<file path="config.mk">
export PLATFORM = sky130hd
export DESIGN_NAME = pause_flow_control_buffer
export DESIGN_NICKNAME = d
export VERILOG_FILES = /design/src/verilog/pause_fc_pkg.sv /design/src/verilog/pause_flow_control_buffer.sv
export SDC_FILE = /design/constraint.sdc
export NUM_CORES = 1
export LEC_CHECK = 0
export ABC_CLOCK_PERIOD_IN_PS = 7330
export BUFFER_PORTS_ARGS = -buffer_cell sky130_fd_sc_hd__buf_4
export CORE_AREA = 8 8 166 168
export DETAILED_ROUTE_END_ITERATION = 10
export DIE_AREA = 0 0 174 176
export HOLD_SLACK_MARGIN = 0.02
export PLACE_DENSITY = 0.82
export RECOVER_POWER = 100
export SLEW_MARGIN = 20
export SYNTH_ARGS = -nofsm -noshare
export SYNTH_HDL_FRONTEND = slang
export SYNTH_SLANG_ARGS = --single-unit
</file>
<file path="constraint.sdc">
create_clock -name sys_clk_i -period 7.33 [get_ports sys_clk_i]
set_clock_uncertainty 0.05 [all_clocks]
set_input_delay 0.3665 -clock sys_clk_i [delete_from_list [all_inputs] [get_ports sys_clk_i]]
set_output_delay 0.3665 -clock sys_clk_i [all_outputs]
set_load 0.1 [all_outputs]
</file>
<file path="src/verilog/pause_fc_pkg.sv">
// constants for the pause flow control buffer block
// assumes a 10 MHz single clock domain and a plain register port
package pause_fc_pkg;
  // fifo size in bytes, fill and sum widths in bits
  localparam int unsigned FIFO_BYTES = 3072;
  localparam int unsigned FILL_W = 12;
  localparam int unsigned SUM_W = 13;
  // transmit cut-through start in bytes
  localparam logic [11:0] CUT_THROUGH_BYTES = 12'h0008;
  // pause frame constants and collision retry limit
  localparam logic [47:0] PAUSE_MCAST = 48'h0180_c200_0001;
  localparam logic [15:0] PAUSE_TYPE = 16'h8808;
  localparam logic [15:0] PAUSE_OPCODE = 16'h0001;
  localparam logic [7:0] SLOT_BYTES = 8'h40;
  localparam logic [4:0] MAX_RETRIES = 5'h10;
  // link sleep recovery allowance
  localparam int unsigned RECOVERY_NS = 10000;
  localparam int unsigned CLK_PERIOD_NS = 100;
  localparam int unsigned RECOVERY_CYC = RECOVERY_NS / CLK_PERIOD_NS;
  // register offsets
  localparam logic [3:0] REG_CTRL = 4'h0;
  localparam logic [3:0] REG_TYPE = 4'h1;
  localparam logic [3:0] REG_TX_TIMER = 4'h2;
  localparam logic [3:0] REG_REFRESH = 4'h3;
  localparam logic [3:0] REG_HIGH_TH = 4'h4;
  localparam logic [3:0] REG_LOW_TH = 4'h5;
  localparam logic [3:0] REG_STATUS = 4'h6;
  localparam logic [3:0] REG_PAUSE_TMR = 4'h7;
  // control bit positions
  localparam int unsigned CTRL_RX_EN = 0;
  localparam int unsigned CTRL_TX_EN = 1;
  localparam int unsigned CTRL_HALF_DUP = 2;
  // reset values
  localparam logic [15:0] TYPE_RST = 16'h8808;
  localparam logic [15:0] TX_TIMER_RST = 16'h0100;
  localparam logic [15:0] REFRESH_RST = 16'h0080;
  localparam logic [15:0] HIGH_TH_RST = 16'h1000;
  localparam logic [15:0] LOW_TH_RST = 16'h0800;
  // link speed codes
  localparam logic [1:0] SPD_10 = 2'h0;
  localparam logic [1:0] SPD_100 = 2'h1;
  localparam logic [1:0] SPD_1000 = 2'h2;
  // halt message state
  typedef enum logic [2:0] {
    MSG_IDLE = 3'b001,
    MSG_WAIT = 3'b010,
    MSG_SEND = 3'b100
  } msg_state_e;
endpackage : pause_fc_pkg

</file>
<file path="src/verilog/pause_flow_control_buffer.sv">
// pause flow control and packet buffer start logic
// assumes byte strobes from host link and wire, one byte per strobe
`timescale 1ns/1ns
`default_nettype none
module pause_flow_control_buffer (
  input wire logic sys_clk_i,
  input wire logic rst_i,
  input wire logic [3:0] reg_addr_i,
  input wire logic [15:0] reg_wdata_i,
  input wire logic reg_wr_i,
  input wire logic reg_rd_i,
  output logic [15:0] reg_rdata_o,
  input wire logic fast_link_i,
  input wire logic host_link_sleep_state_i,
  input wire logic [1:0] link_speed_i,
  input wire logic byte_time_i,
  input wire logic tx_byte_i,
  input wire logic tx_pkt_end_i,
  input wire logic tx_wire_byte_i,
  input wire logic tx_wire_done_i,
  input wire logic defer_i,
  input wire logic collision_i,
  input wire logic [4:0] retry_count_i,
  input wire logic rx_active_i,
  input wire logic rx_byte_i,
  input wire logic rx_pkt_end_i,
  input wire logic rx_host_byte_i,
  input wire logic rx_hdr_valid_i,
  input wire logic [47:0] rx_dest_i,
  input wire logic [47:0] station_addr_i,
  input wire logic [15:0] rx_type_i,
  input wire logic [15:0] rx_opcode_i,
  input wire logic [15:0] rx_timer_i,
  input wire logic host_pause_req_i,
  input wire logic host_pause_zero_i,
  output logic tx_start_o,
  output logic tx_halted_o,
  output logic tx_fifo_full_o,
  output logic rx_fwd_en_o,
  output logic recovery_req_o,
  output logic rx_drop_o,
  output logic msg_valid_o,
  output logic msg_halt_o,
  output logic fwd_pause_o,
  output logic pause_send_o,
  output logic [15:0] pause_timer_val_o,
  output logic [47:0] pause_dest_o
);
  // software registers
  logic [2:0] ctrl_q;
  logic [15:0] type_q, tx_timer_q, refresh_q, high_th_q, low_th_q;
  logic [11:0] tx_fill_q, rx_fill_q;
  logic [11:0] tx_pkt_bytes_q;
  logic tx_pkt_whole_q;
  logic [15:0] pause_tmr_q;
  logic [7:0] slot_cnt_q;
  logic pause_halt_q, coll_halt_q;
  logic [15:0] refresh_cnt_q;
  logic xoff_sent_q;
  logic [7:0] rec_cnt_q;
  pause_fc_pkg::msg_state_e msg_state_q;
  logic msg_flag_q;
  logic halt_now, valid_pause, pause_on, pause_off;
  logic [12:0] fill_sum;
  logic rx_gap;

  // saturating fifo fill update, used by both fifos
  function automatic logic [11:0] fill_next(input logic [11:0] f,
                                            input logic in_b,
                                            input logic out_b);
    logic [11:0] r;
    r = f;
    if (in_b && !out_b && f != 12'(pause_fc_pkg::FIFO_BYTES)) begin
      r = f + 12'h001;
    end else if (!in_b && out_b && f != 12'h000) begin
      r = f - 12'h001;
    end
    return r;
  endfunction

  // register writes; type, timer and refresh are 16 bits
  always_ff @(posedge sys_clk_i or posedge rst_i) begin
    if (rst_i) begin
      ctrl_q <= 3'h0;
      type_q <= pause_fc_pkg::TYPE_RST;
      tx_timer_q <= pause_fc_pkg::TX_TIMER_RST;
      refresh_q <= pause_fc_pkg::REFRESH_RST;
      high_th_q <= pause_fc_pkg::HIGH_TH_RST;
      low_th_q <= pause_fc_pkg::LOW_TH_RST;
    end else if (reg_wr_i) begin
      if (reg_addr_i == pause_fc_pkg::REG_CTRL) begin
        ctrl_q <= reg_wdata_i[2:0];
      end else if (reg_addr_i == pause_fc_pkg::REG_TYPE) begin
        type_q <= reg_wdata_i;
      end else if (reg_addr_i == pause_fc_pkg::REG_TX_TIMER) begin
        tx_timer_q <= reg_wdata_i;
      end else if (reg_addr_i == pause_fc_pkg::REG_REFRESH) begin
        refresh_q <= reg_wdata_i;
      end else if (reg_addr_i == pause_fc_pkg::REG_HIGH_TH) begin
        high_th_q <= reg_wdata_i;
      end else if (reg_addr_i == pause_fc_pkg::REG_LOW_TH) begin
        low_th_q <= reg_wdata_i;
      end
    end
  end

  // read data one cycle after strobe, zero otherwise
  always_ff @(posedge sys_clk_i or posedge rst_i) begin
    if (rst_i) begin
      reg_rdata_o <= 16'h0000;
    end else if (!reg_rd_i) begin
      reg_rdata_o <= 16'h0000;
    end else if (reg_addr_i == pause_fc_pkg::REG_CTRL) begin
      reg_rdata_o <= {13'h0000, ctrl_q};
    end else if (reg_addr_i == pause_fc_pkg::REG_TYPE) begin
      reg_rdata_o <= type_q;
    end else if (reg_addr_i == pause_fc_pkg::REG_TX_TIMER) begin
      reg_rdata_o <= tx_timer_q;
    end else if (reg_addr_i == pause_fc_pkg::REG_REFRESH) begin
      reg_rdata_o <= refresh_q;
    end else if (reg_addr_i == pause_fc_pkg::REG_HIGH_TH) begin
      reg_rdata_o <= high_th_q;
    end else if (reg_addr_i == pause_fc_pkg::REG_LOW_TH) begin
      reg_rdata_o <= low_th_q;
    end else if (reg_addr_i == pause_fc_pkg::REG_STATUS) begin
      reg_rdata_o <= {12'h000, coll_halt_q, pause_halt_q, xoff_sent_q,
                      tx_halted_o};
    end else if (reg_addr_i == pause_fc_pkg::REG_PAUSE_TMR) begin
      reg_rdata_o <= pause_tmr_q;
    end else begin
      reg_rdata_o <= 16'h0000;
    end
  end

  // pause frame classification
  always_comb begin
    valid_pause = rx_hdr_valid_i
      && (rx_dest_i == pause_fc_pkg::PAUSE_MCAST
          || rx_dest_i == station_addr_i)
      && rx_type_i == pause_fc_pkg::PAUSE_TYPE
      && rx_opcode_i == pause_fc_pkg::PAUSE_OPCODE;
    pause_on = valid_pause && ctrl_q[pause_fc_pkg::CTRL_RX_EN]
      && rx_timer_i != 16'h0000;
    pause_off = valid_pause && ctrl_q[pause_fc_pkg::CTRL_RX_EN]
      && rx_timer_i == 16'h0000;
    halt_now = pause_halt_q || coll_halt_q
      || (ctrl_q[pause_fc_pkg::CTRL_HALF_DUP] && (defer_i || collision_i));
    fill_sum = {1'b0, tx_fill_q} + {1'b0, rx_fill_q};
    rx_gap = !rx_active_i;
  end

  // fifo fill levels; tx keeps filling while halted
  always_ff @(posedge sys_clk_i or posedge rst_i) begin
    if (rst_i) begin
      tx_fill_q <= 12'h000;
      rx_fill_q <= 12'h000;
      tx_fifo_full_o <= 1'b0;
      rx_drop_o <= 1'b0;
    end else begin
      tx_fill_q <= fill_next(tx_fill_q, tx_byte_i, tx_wire_byte_i);
      rx_fill_q <= fill_next(rx_fill_q, rx_byte_i, rx_host_byte_i);
      tx_fifo_full_o <= tx_fill_q == 12'(pause_fc_pkg::FIFO_BYTES);
      rx_drop_o <= rx_byte_i
        && rx_fill_q == 12'(pause_fc_pkg::FIFO_BYTES);
    end
  end

  // transmit start: cut-through on fast link, whole packet on slow link
  always_ff @(posedge sys_clk_i or posedge rst_i) begin
    if (rst_i) begin
      tx_pkt_bytes_q <= 12'h000;
      tx_pkt_whole_q <= 1'b0;
      tx_start_o <= 1'b0;
    end else begin
      if (tx_wire_done_i) begin
        tx_pkt_bytes_q <= 12'h000;
        tx_pkt_whole_q <= 1'b0;
      end else begin
        if (tx_byte_i && tx_pkt_bytes_q != 12'hfff) begin
          tx_pkt_bytes_q <= tx_pkt_bytes_q + 12'h001;
        end
        if (tx_pkt_end_i) begin
          tx_pkt_whole_q <= 1'b1;
        end
      end
      // speed does not enter here, only host link type
      tx_start_o <= !halt_now && !tx_wire_done_i && (fast_link_i
        ? tx_pkt_bytes_q >= pause_fc_pkg::CUT_THROUGH_BYTES
        : tx_pkt_whole_q);
    end
  end

  // received pause timer, counted in 64-byte slots
  always_ff @(posedge sys_clk_i or posedge rst_i) begin
    if (rst_i) begin
      pause_tmr_q <= 16'h0000;
      slot_cnt_q <= 8'h00;
      pause_halt_q <= 1'b0;
    end else if (pause_on) begin
      pause_tmr_q <= rx_timer_i;
      slot_cnt_q <= 8'h00;
      pause_halt_q <= 1'b1;
    end else if (pause_off) begin
      pause_tmr_q <= 16'h0000;
      pause_halt_q <= 1'b0;
    end else if (pause_halt_q && byte_time_i) begin
      if (slot_cnt_q == pause_fc_pkg::SLOT_BYTES - 8'h01) begin
        slot_cnt_q <= 8'h00;
        pause_tmr_q <= pause_tmr_q - 16'h0001;
        if (pause_tmr_q == 16'h0001) begin
          pause_halt_q <= 1'b0;
        end
      end else begin
        slot_cnt_q <= slot_cnt_q + 8'h01;
      end
    end
  end

  // collision halt held until packet sent or retries used up
  always_ff @(posedge sys_clk_i or posedge rst_i) begin
    if (rst_i) begin
      coll_halt_q <= 1'b0;
    end else if (ctrl_q[pause_fc_pkg::CTRL_HALF_DUP] && collision_i) begin
      coll_halt_q <= 1'b1;
    end else if (tx_wire_done_i
                 || retry_count_i >= pause_fc_pkg::MAX_RETRIES) begin
      coll_halt_q <= 1'b0;
    end
  end

  // side-band halt message, sent only while receive is idle
  always_ff @(posedge sys_clk_i or posedge rst_i) begin
    if (rst_i) begin
      msg_state_q <= pause_fc_pkg::MSG_IDLE;
      msg_flag_q <= 1'b0;
      msg_valid_o <= 1'b0;
      msg_halt_o <= 1'b0;
      tx_halted_o <= 1'b0;
    end else begin
      tx_halted_o <= halt_now;
      msg_valid_o <= 1'b0;
      case (msg_state_q)
        pause_fc_pkg::MSG_IDLE: begin
          if (halt_now != msg_flag_q) begin
            msg_state_q <= pause_fc_pkg::MSG_WAIT;
          end
        end
        pause_fc_pkg::MSG_WAIT: begin
          // halt that cleared before the gap needs no message
          if (halt_now == msg_flag_q) begin
            msg_state_q <= pause_fc_pkg::MSG_IDLE;
          end else if (rx_gap) begin
            msg_state_q <= pause_fc_pkg::MSG_SEND;
          end
        end
        pause_fc_pkg::MSG_SEND: begin
          msg_valid_o <= 1'b1;
          msg_halt_o <= halt_now;
          msg_flag_q <= halt_now;
          msg_state_q <= pause_fc_pkg::MSG_IDLE;
        end
        default: msg_state_q <= pause_fc_pkg::MSG_IDLE;
      endcase
    end
  end

  // forward validated pause frames to the controller
  always_ff @(posedge sys_clk_i or posedge rst_i) begin
    if (rst_i) begin
      fwd_pause_o <= 1'b0;
    end else begin
      fwd_pause_o <= pause_on || pause_off;
    end
  end

  // link sleep recovery and receive forwarding
  always_ff @(posedge sys_clk_i or posedge rst_i) begin
    if (rst_i) begin
      recovery_req_o <= 1'b0;
      rec_cnt_q <= 8'h00;
      rx_fwd_en_o <= 1'b0;
    end else begin
      if (rx_active_i && host_link_sleep_state_i) begin
        recovery_req_o <= 1'b1;
      end else if (!host_link_sleep_state_i) begin
        recovery_req_o <= 1'b0;
      end
      // count the wait; fifo covers the allowance
      if (!host_link_sleep_state_i) begin
        rec_cnt_q <= 8'h00;
      end else if (recovery_req_o
                   && rec_cnt_q != 8'(pause_fc_pkg::RECOVERY_CYC)) begin
        rec_cnt_q <= rec_cnt_q + 8'h01;
      end
      if (host_link_sleep_state_i) begin
        rx_fwd_en_o <= 1'b0;
      end else if (link_speed_i == pause_fc_pkg::SPD_1000) begin
        rx_fwd_en_o <= rx_fill_q != 12'h000;
      end else if (rx_pkt_end_i) begin
        rx_fwd_en_o <= 1'b1;
      end else if (rx_fill_q == 12'h000) begin
        rx_fwd_en_o <= 1'b0;
      end
    end
  end

  // pause frame generation for both host link modes
  always_ff @(posedge sys_clk_i or posedge rst_i) begin
    if (rst_i) begin
      pause_send_o <= 1'b0;
      pause_timer_val_o <= 16'h0000;
      pause_dest_o <= 48'h0000_0000_0000;
      xoff_sent_q <= 1'b0;
      refresh_cnt_q <= 16'h0000;
    end else begin
      pause_send_o <= 1'b0;
      pause_dest_o <= pause_fc_pkg::PAUSE_MCAST;
      if (xoff_sent_q && byte_time_i && refresh_cnt_q != 16'hffff) begin
        refresh_cnt_q <= refresh_cnt_q + 16'h0001;
      end
      if (!ctrl_q[pause_fc_pkg::CTRL_TX_EN]) begin
        xoff_sent_q <= 1'b0;
      end else if (fast_link_i) begin
        if (host_pause_req_i && rx_gap) begin
          pause_send_o <= 1'b1;
          pause_timer_val_o <= host_pause_zero_i ? 16'h0000 : tx_timer_q;
        end
      end else if (!xoff_sent_q && fill_sum > high_th_q[12:0]) begin
        pause_send_o <= 1'b1;
        pause_timer_val_o <= tx_timer_q;
        xoff_sent_q <= 1'b1;
        refresh_cnt_q <= 16'h0000;
      end else if (xoff_sent_q && fill_sum < low_th_q[12:0]) begin
        pause_send_o <= 1'b1;
        pause_timer_val_o <= 16'h0000;
        xoff_sent_q <= 1'b0;
      end else if (xoff_sent_q && refresh_cnt_q >= refresh_q) begin
        pause_send_o <= 1'b1;
        pause_timer_val_o <= tx_timer_q;
        refresh_cnt_q <= 16'h0000;
      end
    end
  end

  a_pause_loads_halt: assert property (@(posedge sys_clk_i) disable iff (rst_i)
    pause_on |=> pause_halt_q && pause_tmr_q == $past(rx_timer_i))
    else $error("pause on did not load timer");
  a_pause_off_resume: assert property (@(posedge sys_clk_i) disable iff (rst_i)
    pause_off && !pause_on |=> !pause_halt_q)
    else $error("pause off did not resume");
  a_no_rx_disabled: assert property (@(posedge sys_clk_i) disable iff (rst_i)
    !ctrl_q[pause_fc_pkg::CTRL_RX_EN] && !pause_halt_q |=> !pause_halt_q)
    else $error("pause honoured while disabled");
  a_msg_in_gap: assert property (@(posedge sys_clk_i) disable iff (rst_i)
    msg_state_q == pause_fc_pkg::MSG_SEND |-> $past(rx_gap))
    else $error("message outside gap");
  a_halt_msg_flag: assert property (@(posedge sys_clk_i) disable iff (rst_i)
    msg_valid_o |-> msg_halt_o == $past(halt_now))
    else $error("message flag wrong");
  a_tx_start_gate: assert property (@(posedge sys_clk_i) disable iff (rst_i)
    tx_start_o |-> !$past(halt_now) && ($past(fast_link_i)
      ? $past(tx_pkt_bytes_q) >= 12'h008 : $past(tx_pkt_whole_q)))
    else $error("tx start too early");
  a_expire_resume: assert property (@(posedge sys_clk_i) disable iff (rst_i)
    pause_halt_q && byte_time_i && !pause_on && !pause_off
      && pause_tmr_q == 16'h0001 && slot_cnt_q == 8'h3f
      |=> !pause_halt_q && pause_tmr_q == 16'h0000)
    else $error("timer expiry missed");
  a_xoff_on_high: assert property (@(posedge sys_clk_i) disable iff (rst_i)
    ctrl_q[pause_fc_pkg::CTRL_TX_EN] && !fast_link_i && !xoff_sent_q
      && fill_sum > high_th_q[12:0]
      |=> pause_send_o && pause_timer_val_o == $past(tx_timer_q))
    else $error("xoff not sent");
  a_coll_clear: assert property (@(posedge sys_clk_i) disable iff (rst_i)
    coll_halt_q && !collision_i && tx_wire_done_i |=> !coll_halt_q)
    else $error("collision halt stuck");

  c_pause_on: cover property (@(posedge sys_clk_i) disable iff (rst_i)
    pause_on ##[1:200] msg_valid_o && msg_halt_o);
  c_pause_off: cover property (@(posedge sys_clk_i) disable iff (rst_i)
    pause_halt_q ##1 pause_off ##[1:50] msg_valid_o && !msg_halt_o);
  c_refresh: cover property (@(posedge sys_clk_i) disable iff (rst_i)
    pause_send_o && xoff_sent_q ##[1:500] pause_send_o && xoff_sent_q);
endmodule // pause_flow_control_buffer
`default_nettype wire

</file>
# Word level (Yosys, flattened, before mapping)

Index checks and enable logic that the tools add are counted.

Register bits: 209
Bits of input ports: 191
Output and inout port bits: 90
Logic and storage cells: 218

$add $sub $neg: 9
$lt $le $gt $ge: 5
Equal/unequal tests: 32
Mux-type cells: 66
Bitwise operators: 5
Reduce and logical (&&, ||, !) cells: 71

Operators with widths:

| kind                                                   | number |
|---|---|
| two-way mux 16 bit                                     | 25 |
| two-way mux 12 bit                                     | 6 |
| equality test 48 x 41 -> 1 bit (second input constant) | 1 |
| equality test 48 bit                                   | 1 |
| adder 12 x 1 -> 12 bit (second input constant)         | 3 |
| != test 12 bit (second input constant)                 | 3 |
| equality test 16 x 1 -> 1 bit (second input constant)  | 2 |
| two-way mux 8 bit                                      | 4 |
| logical AND 1 bit                                      | 28 |
| two-way mux 1 bit                                      | 27 |
| equality test 12 bit (second input constant)           | 2 |
| nonzero test 12 bit                                    | 2 |
| subtractor 12 x 1 -> 12 bit (second input constant)    | 2 |
| adder 16 x 1 -> 16 bit (second input constant)         | 1 |
| equality test 16 bit (second input constant)           | 1 |
| equality test 4 x 3 -> 1 bit (second input constant)   | 4 |
| >= comparator 16 bit                                   | 1 |
| zero test 16 bit                                       | 1 |
| != test 16 bit (second input constant)                 | 1 |
| nonzero test 16 bit                                    | 1 |
| subtractor 16 x 1 -> 16 bit (second input constant)    | 1 |
| adder 12 x 12 -> 13 bit                                | 1 |
| > comparator 13 bit                                    | 1 |
| < comparator 13 bit                                    | 1 |
| 32 further kinds                                       | 68 |

# Depth between registers and ports, before layout

Gate-level depths: netlist of the first run.

Depth after elaboration: 10
Mapped depth: 20
Gate-level depth less buffers: 18

# Worst setup path after synthesis of the first run

No wires, ideal clock.

Path type: register -> register
Start: register tx_fill_q[0]
End: register pause_timer_val_o[0]
Setup time: 0.079 ns
Arrival: 3.745 ns
Data required time: 7.201 ns
Setup slack: 3.456 ns
Cell stages (with the launch flop): 20
Buffers on the path: 2
Period minus slack after synthesis: 3.874 ns
Cells stage by stage: dfrtp_1 ha_1 inv_1 fa_1 nor2b_1 o21ai_0 a21boi_1 o21ai_0 a21oi_1 a311oi_1 xnor2_1 ha_1 a211oi_1 o2111ai_1 o21ai_1 o2111ai_1 nand4_1 buf_2 buf_4 mux2i_1

Word-level cells in the longest chain between the ends: 6
Elaborated cells on any way between the ends: 10
Those cells by class: 1 x add/sub; 2 x order compare; 3 x mux; 4 x reduce/logical

RTL lines:

| item                        | RTL line                         | RTL |
|---|---|---|
| start: declaration          | pause_flow_control_buffer.sv:52  | `logic [11:0] tx_fill_q, rx_fill_q;` |
| start signal: assignment    | pause_flow_control_buffer.sv:160 | `tx_fill_q <= fill_next(tx_fill_q, tx_byte_i, tx_wire_byte_i);` |
| adder 12 x 12 -> 13 bit (*) | pause_flow_control_buffer.sv:148 | `fill_sum = {1'b0, tx_fill_q} + {1'b0, rx_fill_q};` |
| < comparator 13 bit         | pause_flow_control_buffer.sv:333 | `end else if (xoff_sent_q && fill_sum < low_th_q[12:0]) begin` |
| logical AND 1 bit           | pause_flow_control_buffer.sv:333 |  |
| two-way mux 16 bit          | pause_flow_control_buffer.sv:333 |  |
| two-way mux 16 bit          | pause_flow_control_buffer.sv:328 | `end else if (!xoff_sent_q && fill_sum > high_th_q[12:0]) begin` |
| two-way mux 16 bit          | pause_flow_control_buffer.sv:323 | `end else if (fast_link_i) begin` |
| end signal: assignment      | pause_flow_control_buffer.sv:326 | `pause_timer_val_o <= host_pause_zero_i ? 16'h0000 : tx_timer_q;` |
| end signal: assignment      | pause_flow_control_buffer.sv:330 | `pause_timer_val_o <= tx_timer_q;` |
| end signal: assignment      | pause_flow_control_buffer.sv:339 | `pause_timer_val_o <= tx_timer_q;` |
| end: declaration            | pause_flow_control_buffer.sv:46  | `output logic [15:0] pause_timer_val_o,` |

Mark *: on every way between the ends. The rest lies on a longest branch, timed or not.
A chain may end at the register's enable or synchronous reset.

# Final worst setup path of the first run

Start: register rx_fill_q[0]
End: register pause_timer_val_o[2]

Word-level cells in the longest chain between the ends: 6
Elaborated cells on any way between the ends: 10
Those cells by class: 1 x add/sub; 2 x order compare; 3 x mux; 4 x reduce/logical

RTL lines:

| item                        | RTL line                         | RTL |
|---|---|---|
| start: declaration          | pause_flow_control_buffer.sv:52  |  |
| start signal: assignment    | pause_flow_control_buffer.sv:161 | `rx_fill_q <= fill_next(rx_fill_q, rx_byte_i, rx_host_byte_i);` |
| adder 12 x 12 -> 13 bit (*) | pause_flow_control_buffer.sv:148 |  |
| < comparator 13 bit         | pause_flow_control_buffer.sv:333 |  |
| logical AND 1 bit           | pause_flow_control_buffer.sv:333 |  |
| two-way mux 16 bit          | pause_flow_control_buffer.sv:333 |  |
| two-way mux 16 bit          | pause_flow_control_buffer.sv:328 |  |
| two-way mux 16 bit          | pause_flow_control_buffer.sv:323 |  |

Marked as above.

==> results of run 1 <==
==> layout make-up <==
class	count	area (um^2)
clock buffers	33	704
clock inverters	10	96.3
fillers	1980	8940
inverters	103	390
multi-input cells	1028	7340
flip-flops and latches	209	5240
well taps	330	413
repair buffers	251	1690
==> cell usage in the layout (no fill, tap or decap), types with 56 or more instances in the layout <==
| master | Yosys | layout |
|---|---|---|
| a21oi_1 | 56 | 56 |
| buf_4 | 48 | 185 |
| clkbuf_1 | 29 | 58 |
| dfrtp_1 | 201 | 201 |
| ha_1 | 79 | 79 |
| inv_1 | 103 | 102 |
| mux2_2 | 74 | 74 |
| nand2_1 | 105 | 105 |
| nor2_1 | 109 | 109 |
| o21ai_0 | 57 | 61 |
| xnor2_1 | 71 | 71 |
==> report_power, final <==
part / total [mW] / switching, mW / internal [mW]
sequential: 1.63 / 0.226 / 1.40
clock: 1.19 / 0.481 / 0.708
combinational: 2.77 / 1.71 / 1.06
==> per-layer routing <==
metal,global-route usage [%],vias up,routed length [um]
met5,0,-,13
met4,7.80,2,1290
met3,4.02,85,2190
met2,40.7,387,18000
met1,29.5,5496,15400
li1,-,5341,-
==> synthesized netlist by cell type, types with 8 or more instances <==
| cell | n | area, um^2 |
|---|---|---|
| mux2_2 | 74 | 833 |
| nand2b_1 | 15 | 93.8 |
| nor2b_1 | 16 | 100 |
| a21o_1 | 16 | 120 |
| dfrtp_1 | 201 | 5030 |
| nand2_1 | 105 | 394 |
| a211oi_1 | 17 | 128 |
| inv_1 | 103 | 387 |
| clkbuf_1 | 29 | 109 |
| a221oi_1 | 13 | 114 |
| nand4_1 | 43 | 269 |
| xnor2_1 | 71 | 622 |
| nand3_1 | 22 | 110 |
| ha_1 | 79 | 988 |
| o21a_1 | 20 | 150 |
| dfstp_2 | 8 | 210 |
| a22oi_1 | 16 | 120 |
| o21ai_0 | 57 | 285 |
| nor3_1 | 20 | 100 |
| and3_1 | 16 | 100 |
| nor4_1 | 30 | 188 |
| buf_4 | 48 | 360 |
| mux2i_1 | 25 | 250 |
| nor2_1 | 109 | 409 |
| a21oi_1 | 56 | 280 |
| and2_1 | 9 | 56.3 |
| nor4b_1 | 12 | 105 |
| xor2_1 | 33 | 289 |
==> stage by stage <==
step / hold slack [ns] / worst slack [ns]
final: 0.0334 / 1.95
after floorplan: 0.380 / 1.22
after global routing: 0.0232 / 1.44
after detailed placement: 0.418 / 2.90
after CTS: 0.0214 / 2.80
after global placement: 0.416 / 2.86
==> registers in the layout (all words and copies together) (netlist names), 3 cells and up <==
register / cells
msg_state_q: 3
pause_timer_val_o: 16
tx_fill_q: 12
type_q: 16
reg_rdata_o: 16
refresh_cnt_q: 16
tx_pkt_bytes_q: 12
rx_fill_q: 12
ctrl_q: 3
pause_tmr_q: 16
refresh_q: 16
high_th_q: 16
tx_timer_q: 16
low_th_q: 16
slot_cnt_q: 8
==> worst paths after layout <==
path / start / end / slack (ns) / cells past startpoint
setup / recovery: rx_fill_q[0] / pause_timer_val_o[2] / 1.95 / 18
hold reg to reg: recovery_req_o / recovery_req_o / 0.42 / 1
hold / removal: rx_active_i / msg_state_q[2] / 0.03 / 2
min in group asynchronous: rst_i / tx_timer_q[14] / 1.34 / 3
max in group asynchronous: rst_i / tx_fill_q[10] / 3.96 / 4
setup reg to reg: rx_fill_q[0] / pause_timer_val_o[2] / 1.95 / 18
==> logic make-up after synthesis <==
family,after synthesis,share of synthesized area (%)
multiplexers,106,9.19
AND/OR/NAND/NOR,436,16.6
XOR/XNOR,104,6.81
flip-flops,209,39.1
adder cells (fa/ha/maj),82,7.83
buffers and inverters,193,7.06
AO/OA/AOI/OAI,257,13.3
other,2,0.0561
==> what timing repair did <==
action                                 CTS  global route
endpoints found under the hold margin    7            13
hold buffers                             6             1
buffers inserted                         0             0
==> impl_metrics.toml, run 1 <==
[synth]
async_reset_ff_share_pct = 100
synth.distinct_cells = 73
synth_ff_type = "dfrtp_1"
syn_area_um2 = 13400
ys_ff_latch = 209
seq_area_frac_synth_pct = 39.1
synth_edf_count = 0
synthCells = 1389
synth_warnings = 0
syn_avg_cell_area_um2 = 9.64

[placement]
place.gp.congestion = 0.927
dp_hpwl_mm = 28.3
portBuffers = 234
place_area_um2 = 15200
dp.cells = 1914

[sta]
setup_violations = 0
finalCriticalPeriod_ns = 5.38
rsz0062_at_grt = "no"
hold_violations = 0
relSlewSlack_pct = -111
slew_violations = 194
fin_tns_setup_ns = 0
tightest_slew_ns = 3.17
post-route-period-util_pct = 73.4
max_freq_mhz = 186

[clock_network]
root_buffer = "clkbuf_16"
htreeDepth = 1
clk_latency_ns = 0.52
clockBufferDepth = 3
cts_tree = "yes"
path_clk_slew_ns = 0.06
cts_sinks = 209
numCtsBuffers = 24
ctsResizeCount = 0

[global_routing]
grt_max_degree = 153
grt.total_usage_pct = 23.5
antenna_found_initial = 1
grt_overflow = 0
grt_pass1_vias = 11500
grt_pass1_wl_mm = 59.7

[critical_path]
path_max_fanout = 17
crit_family = "compound AO/OA/AOI/OAI gates"
worst_ep_required_time_ns = 7.71
max_stage_delay_ns = 0.94
path_buf_inv = 2
cp-start-kind = "register"
endpoint_kind = "register"
path_common_cell = "o21ai_0"
arrival_ns = 5.76
crit_type = "reg2reg"
critPathSlowestCell = "clkbuf_1"
cp_cell_sequence = "ha_1 > inv_1 > fa_1 > nor2b_1 > o21ai_0 > a21boi_0 > o21ai_0 > a21oi_1 > a311oi_1 > xnor2_1 > ha_1 > a211oi_1 > o2111ai_1 > o21ai_0 > o2111ai_1 > nand4_1 > clkbuf_1 > mux2i_1"

[floorplan]
start_util_pct = 53.9
dieHeight_um = 176
die_area_um2 = 30600
num_rows = 58
ios = 281
fp.coreArea_um2 = 24800
die-width_um = 174

[outcome]
violations = "capacitance limit, slew limit"
status = "finished, violations left"

[final_layout]
final_util_pct = 64.0
diodes = 0
layout.cells.non_filler = 1964
fin_nets = 1890
stdcell_area_um2 = 15900
drive_gt1_share_pct = 20.4
syn_to_final_growth_pct = 18.6

[pwr]
p_leak_nw = 7.23
totalPowerFinal_mw = 5.59
ir_worst_vdd_mv = 0.223
p_per_area_nw_per_um2 = 352

[drt]
via_per_inst = 5.76
drtIter0Drc = 1086
routedWlPerCell_um = 18.8
routed_wirelength_mm = 36.9
remaining_drc_errors = 0
drt_first_pass_iters = 7
antenna_left = 0
num_vias = 11300

[min_path]
hold_class = "in2reg"

[flow_run]
cap_violations = 2
(Power assumes the default switching activity.)
==> inputs of run 2 (changes only) <==
--- a/config.mk
+++ b/config.mk
@@ -5,13 +5,13 @@
 export SDC_FILE = /design/constraint.sdc
 export NUM_CORES = 1
 export LEC_CHECK = 0
-export ABC_CLOCK_PERIOD_IN_PS = 7330
+export ABC_CLOCK_PERIOD_IN_PS = 4550
 export BUFFER_PORTS_ARGS = -buffer_cell sky130_fd_sc_hd__buf_4
-export CORE_AREA = 8 8 166 168
+export CORE_AREA = 8 8 172 174
 export DETAILED_ROUTE_END_ITERATION = 10
-export DIE_AREA = 0 0 174 176
+export DIE_AREA = 0 0 180 182
 export HOLD_SLACK_MARGIN = 0.02
-export PLACE_DENSITY = 0.82
+export PLACE_DENSITY = 0.8
 export RECOVER_POWER = 100
 export SLEW_MARGIN = 20
 export SYNTH_ARGS = -nofsm -noshare
==> constraint.sdc (replaced) <==
create_clock -name sys_clk_i -period 4.55 [get_ports sys_clk_i]
set_clock_uncertainty 0.05 [all_clocks]
set_input_delay 0.2275 -clock sys_clk_i [delete_from_list [all_inputs] [get_ports sys_clk_i]]
set_output_delay 0.2275 -clock sys_clk_i [all_outputs]
set_load 0.1 [all_outputs]
==> run 2 against run 1 <==
- the flow still finishes with violations (capacitance limit, slew limit)
- critical endpoint is now pause_timer_val_o[3]
- hold slack got worse by 0.0026 ns
- critical path type unchanged
- via count grew 0.88%
- global-route usage shrank 1.0 points
- highest routed layer is now met4
- count of clock-buffer cells in the layout increased by 2
- sequential cell count unchanged
- total power is 60% higher
==> impl_metrics.toml, run 2 (synthesis gave the netlist of run 1 again) <==
[critical_path]
crit_family = "compound AO/OA/AOI/OAI gates"
reg2reg_to = "pause_timer_val_o[3]"
cp_cell_sequence = "ha_1 > inv_1 > fa_1 > nor2b_1 > o21ai_0 > a21boi_1 > o21ai_0 > a21oi_1 > a311oi_1 > xnor2_1 > ha_1 > a211oi_1 > o2111ai_1 > o21ai_2 > o2111ai_1 > nand4_1 > buf_12 > mux2i_1"
path_buf_inv = 2
worst_ep_required_time_ns = 4.94
arrival_ns = 4.60
rrSetupSlack_ns = 0.35
endpoint_kind = "register"
crit_type = "reg2reg"
ff2ff_path_depth = 18
path_max_fanout = 17
critPathSlowestCell = "dfrtp_1"
max_stage_delay_ns = 0.47
cp-start-kind = "register"
reg2reg_from = "rx_fill_q[0]"

[pwr]
p_leak_nw = 7.35
p_per_area_nw_per_um2 = 554
ir_worst_vdd_mv = 0.284

[sta]
tightest_slew_ns = 2.51
fin_tns_setup_ns = 0
slew_violations = 149
relSlewSlack_pct = -67.2
rsz0062_at_grt = "no"
hold_violations = 0
max_freq_mhz = 238
setup_ws_ns = 0.345
post-route-period-util_pct = 92.4
finalCriticalPeriod_ns = 4.20
whs_ns = 0.0308
setup_violations = 0

[floorplan]
die-width_um = 180
fp.coreArea_um2 = 26700
num_rows = 60
dieHeight_um = 182
ios = 281
start_util_pct = 50.2
die_area_um2 = 32800

[final_layout]
final_cell_mix = "201 x dfrtp_1, 186 x buf_4, 109 x nor2_1"
fillers = 2248
drive_gt1_share_pct = 19.9
mostFrequentLayoutCell = "dfrtp_1"
final_util_pct = 60.7
fin_nets = 1925
syn_to_final_growth_pct = 20.8

[min_path]
hold_class = "in2reg"
hold_start = "rx_timer_i[12]"
hold-path-endpoint = "pause_tmr_q[12]"
hold_depth = 4

[clock_network]
postCtsSetupBuffers = 0
cts_sinks = 209
cts_tree = "yes"
root_buffer = "clkbuf_16"
clockBufferDepth = 3
htreeDepth = 1
numCtsBuffers = 24
clk_latency_ns = 0.53
path_clk_slew_ns = 0.06

[outcome]
status = "finished, violations left"
violations = "capacitance limit, slew limit"

[global_routing]
grt_pass1_wl_mm = 61.4
antenna_found_initial = 1
grt_overflow = 0
grt_pass1_vias = 12000
grt_max_degree = 103
grt.total_usage_pct = 22.5

[drt]
drt_first_pass_iters = 5
via_per_inst = 5.67
antenna_left = 0
num_vias = 11400
drtIter0Drc = 845
routed_wirelength_mm = 37.8
remaining_drc_errors = 0
routedWlPerCell_um = 18.8

[placement]
portBuffers = 234
place.gp.congestion = 0.896
post-place-ws_ns = 0.354
dp_hpwl_mm = 29.0

[flow_run]
cap_violations = 3
==> run 2: tightest hold or removal path, stage by stage <==
cell	delay [ns]
buf_4	0.12
inv_1	0.06
o32ai_1	0.07
o21a_1	0.10
==> run 2: metal layers <==
layer | track usage [%] | up-vias | part of all wire, %
li1 | - | 5412 | -
met3 | 3.45 | 74 | 5.6
met4 | 7.47 | 0 | 3.1
met1 | 28.0 | 5545 | 42
met2 | 39.3 | 379 | 49
met5 | 0 | - | 0
==> run 2: per-stage QoR <==
stage / power (mW) / area, um^2 / cells
after global routing: 9.62 / 16200 / 2012
final: 8.97 / 16200 / 2012
after floorplan: 6.07 / 13500 / 1430
after CTS: 9.05 / 16400 / 2011
after global placement: 6.95 / 15300 / 1931
after detailed placement: 7.14 / 15300 / 1931
==> run 2: final cells by class <==
| type | instances | area (um^2) | area share [%] |
|---|---|---|---|
| Timing Repair Buffer | 286 | 2020 | 12.5 |
| Inverter | 103 | 388 | 2.40 |
| Tap cell | 341 | 427 | 2.64 |
| Clock buffer | 35 | 682 | 4.22 |
| Sequential cell | 209 | 5240 | 32.4 |
| Clock inverter | 9 | 65.1 | 0.402 |
| Antenna cell | 1 | 2.50 | 0.0155 |
| Multi-Input combinational cell | 1028 | 7350 | 45.4 |
==> run 2: repair_timing <==
item                                   CTS  global route
hold buffers                            36             0
resized for setup                        0             2
setup endpoints to repair                0             1
endpoints found under the hold margin  141             0
==> run 2: how the worst max path moves through the flow <==
| stage | from | endpoint | slack (ns) | depth (start not counted) |
|---|---|---|---|---|
| 4_1_cts | rx_fill_q[0] | pause_timer_val_o[3] | 0.32 | 18 |
| 6_report | rx_fill_q[0] | pause_timer_val_o[3] | 0.35 | 18 |
| 5_1_grt | tx_fill_q[0] | pause_timer_val_o[5] | 0.04 | 18 |
| 3_5_place_dp | rx_fill_q[0] | pause_timer_val_o[3] | 0.35 | 18 |
| 3_3_place_gp | tx_fill_q[0] | pause_timer_val_o[5] | 0.48 | 18 |
| 2_1_floorplan | tx_fill_q[0] | pause_timer_val_o[0] | 0.68 | 19 |
==> run 2: report_power, final <==
part	internal, mW	leakage, nW	switching [mW]
Clock	1.04	0.364	0.782
Combinational	1.75	4.33	2.76
Sequential	2.26	2.65	0.366
Total	5.06	7.35	3.91
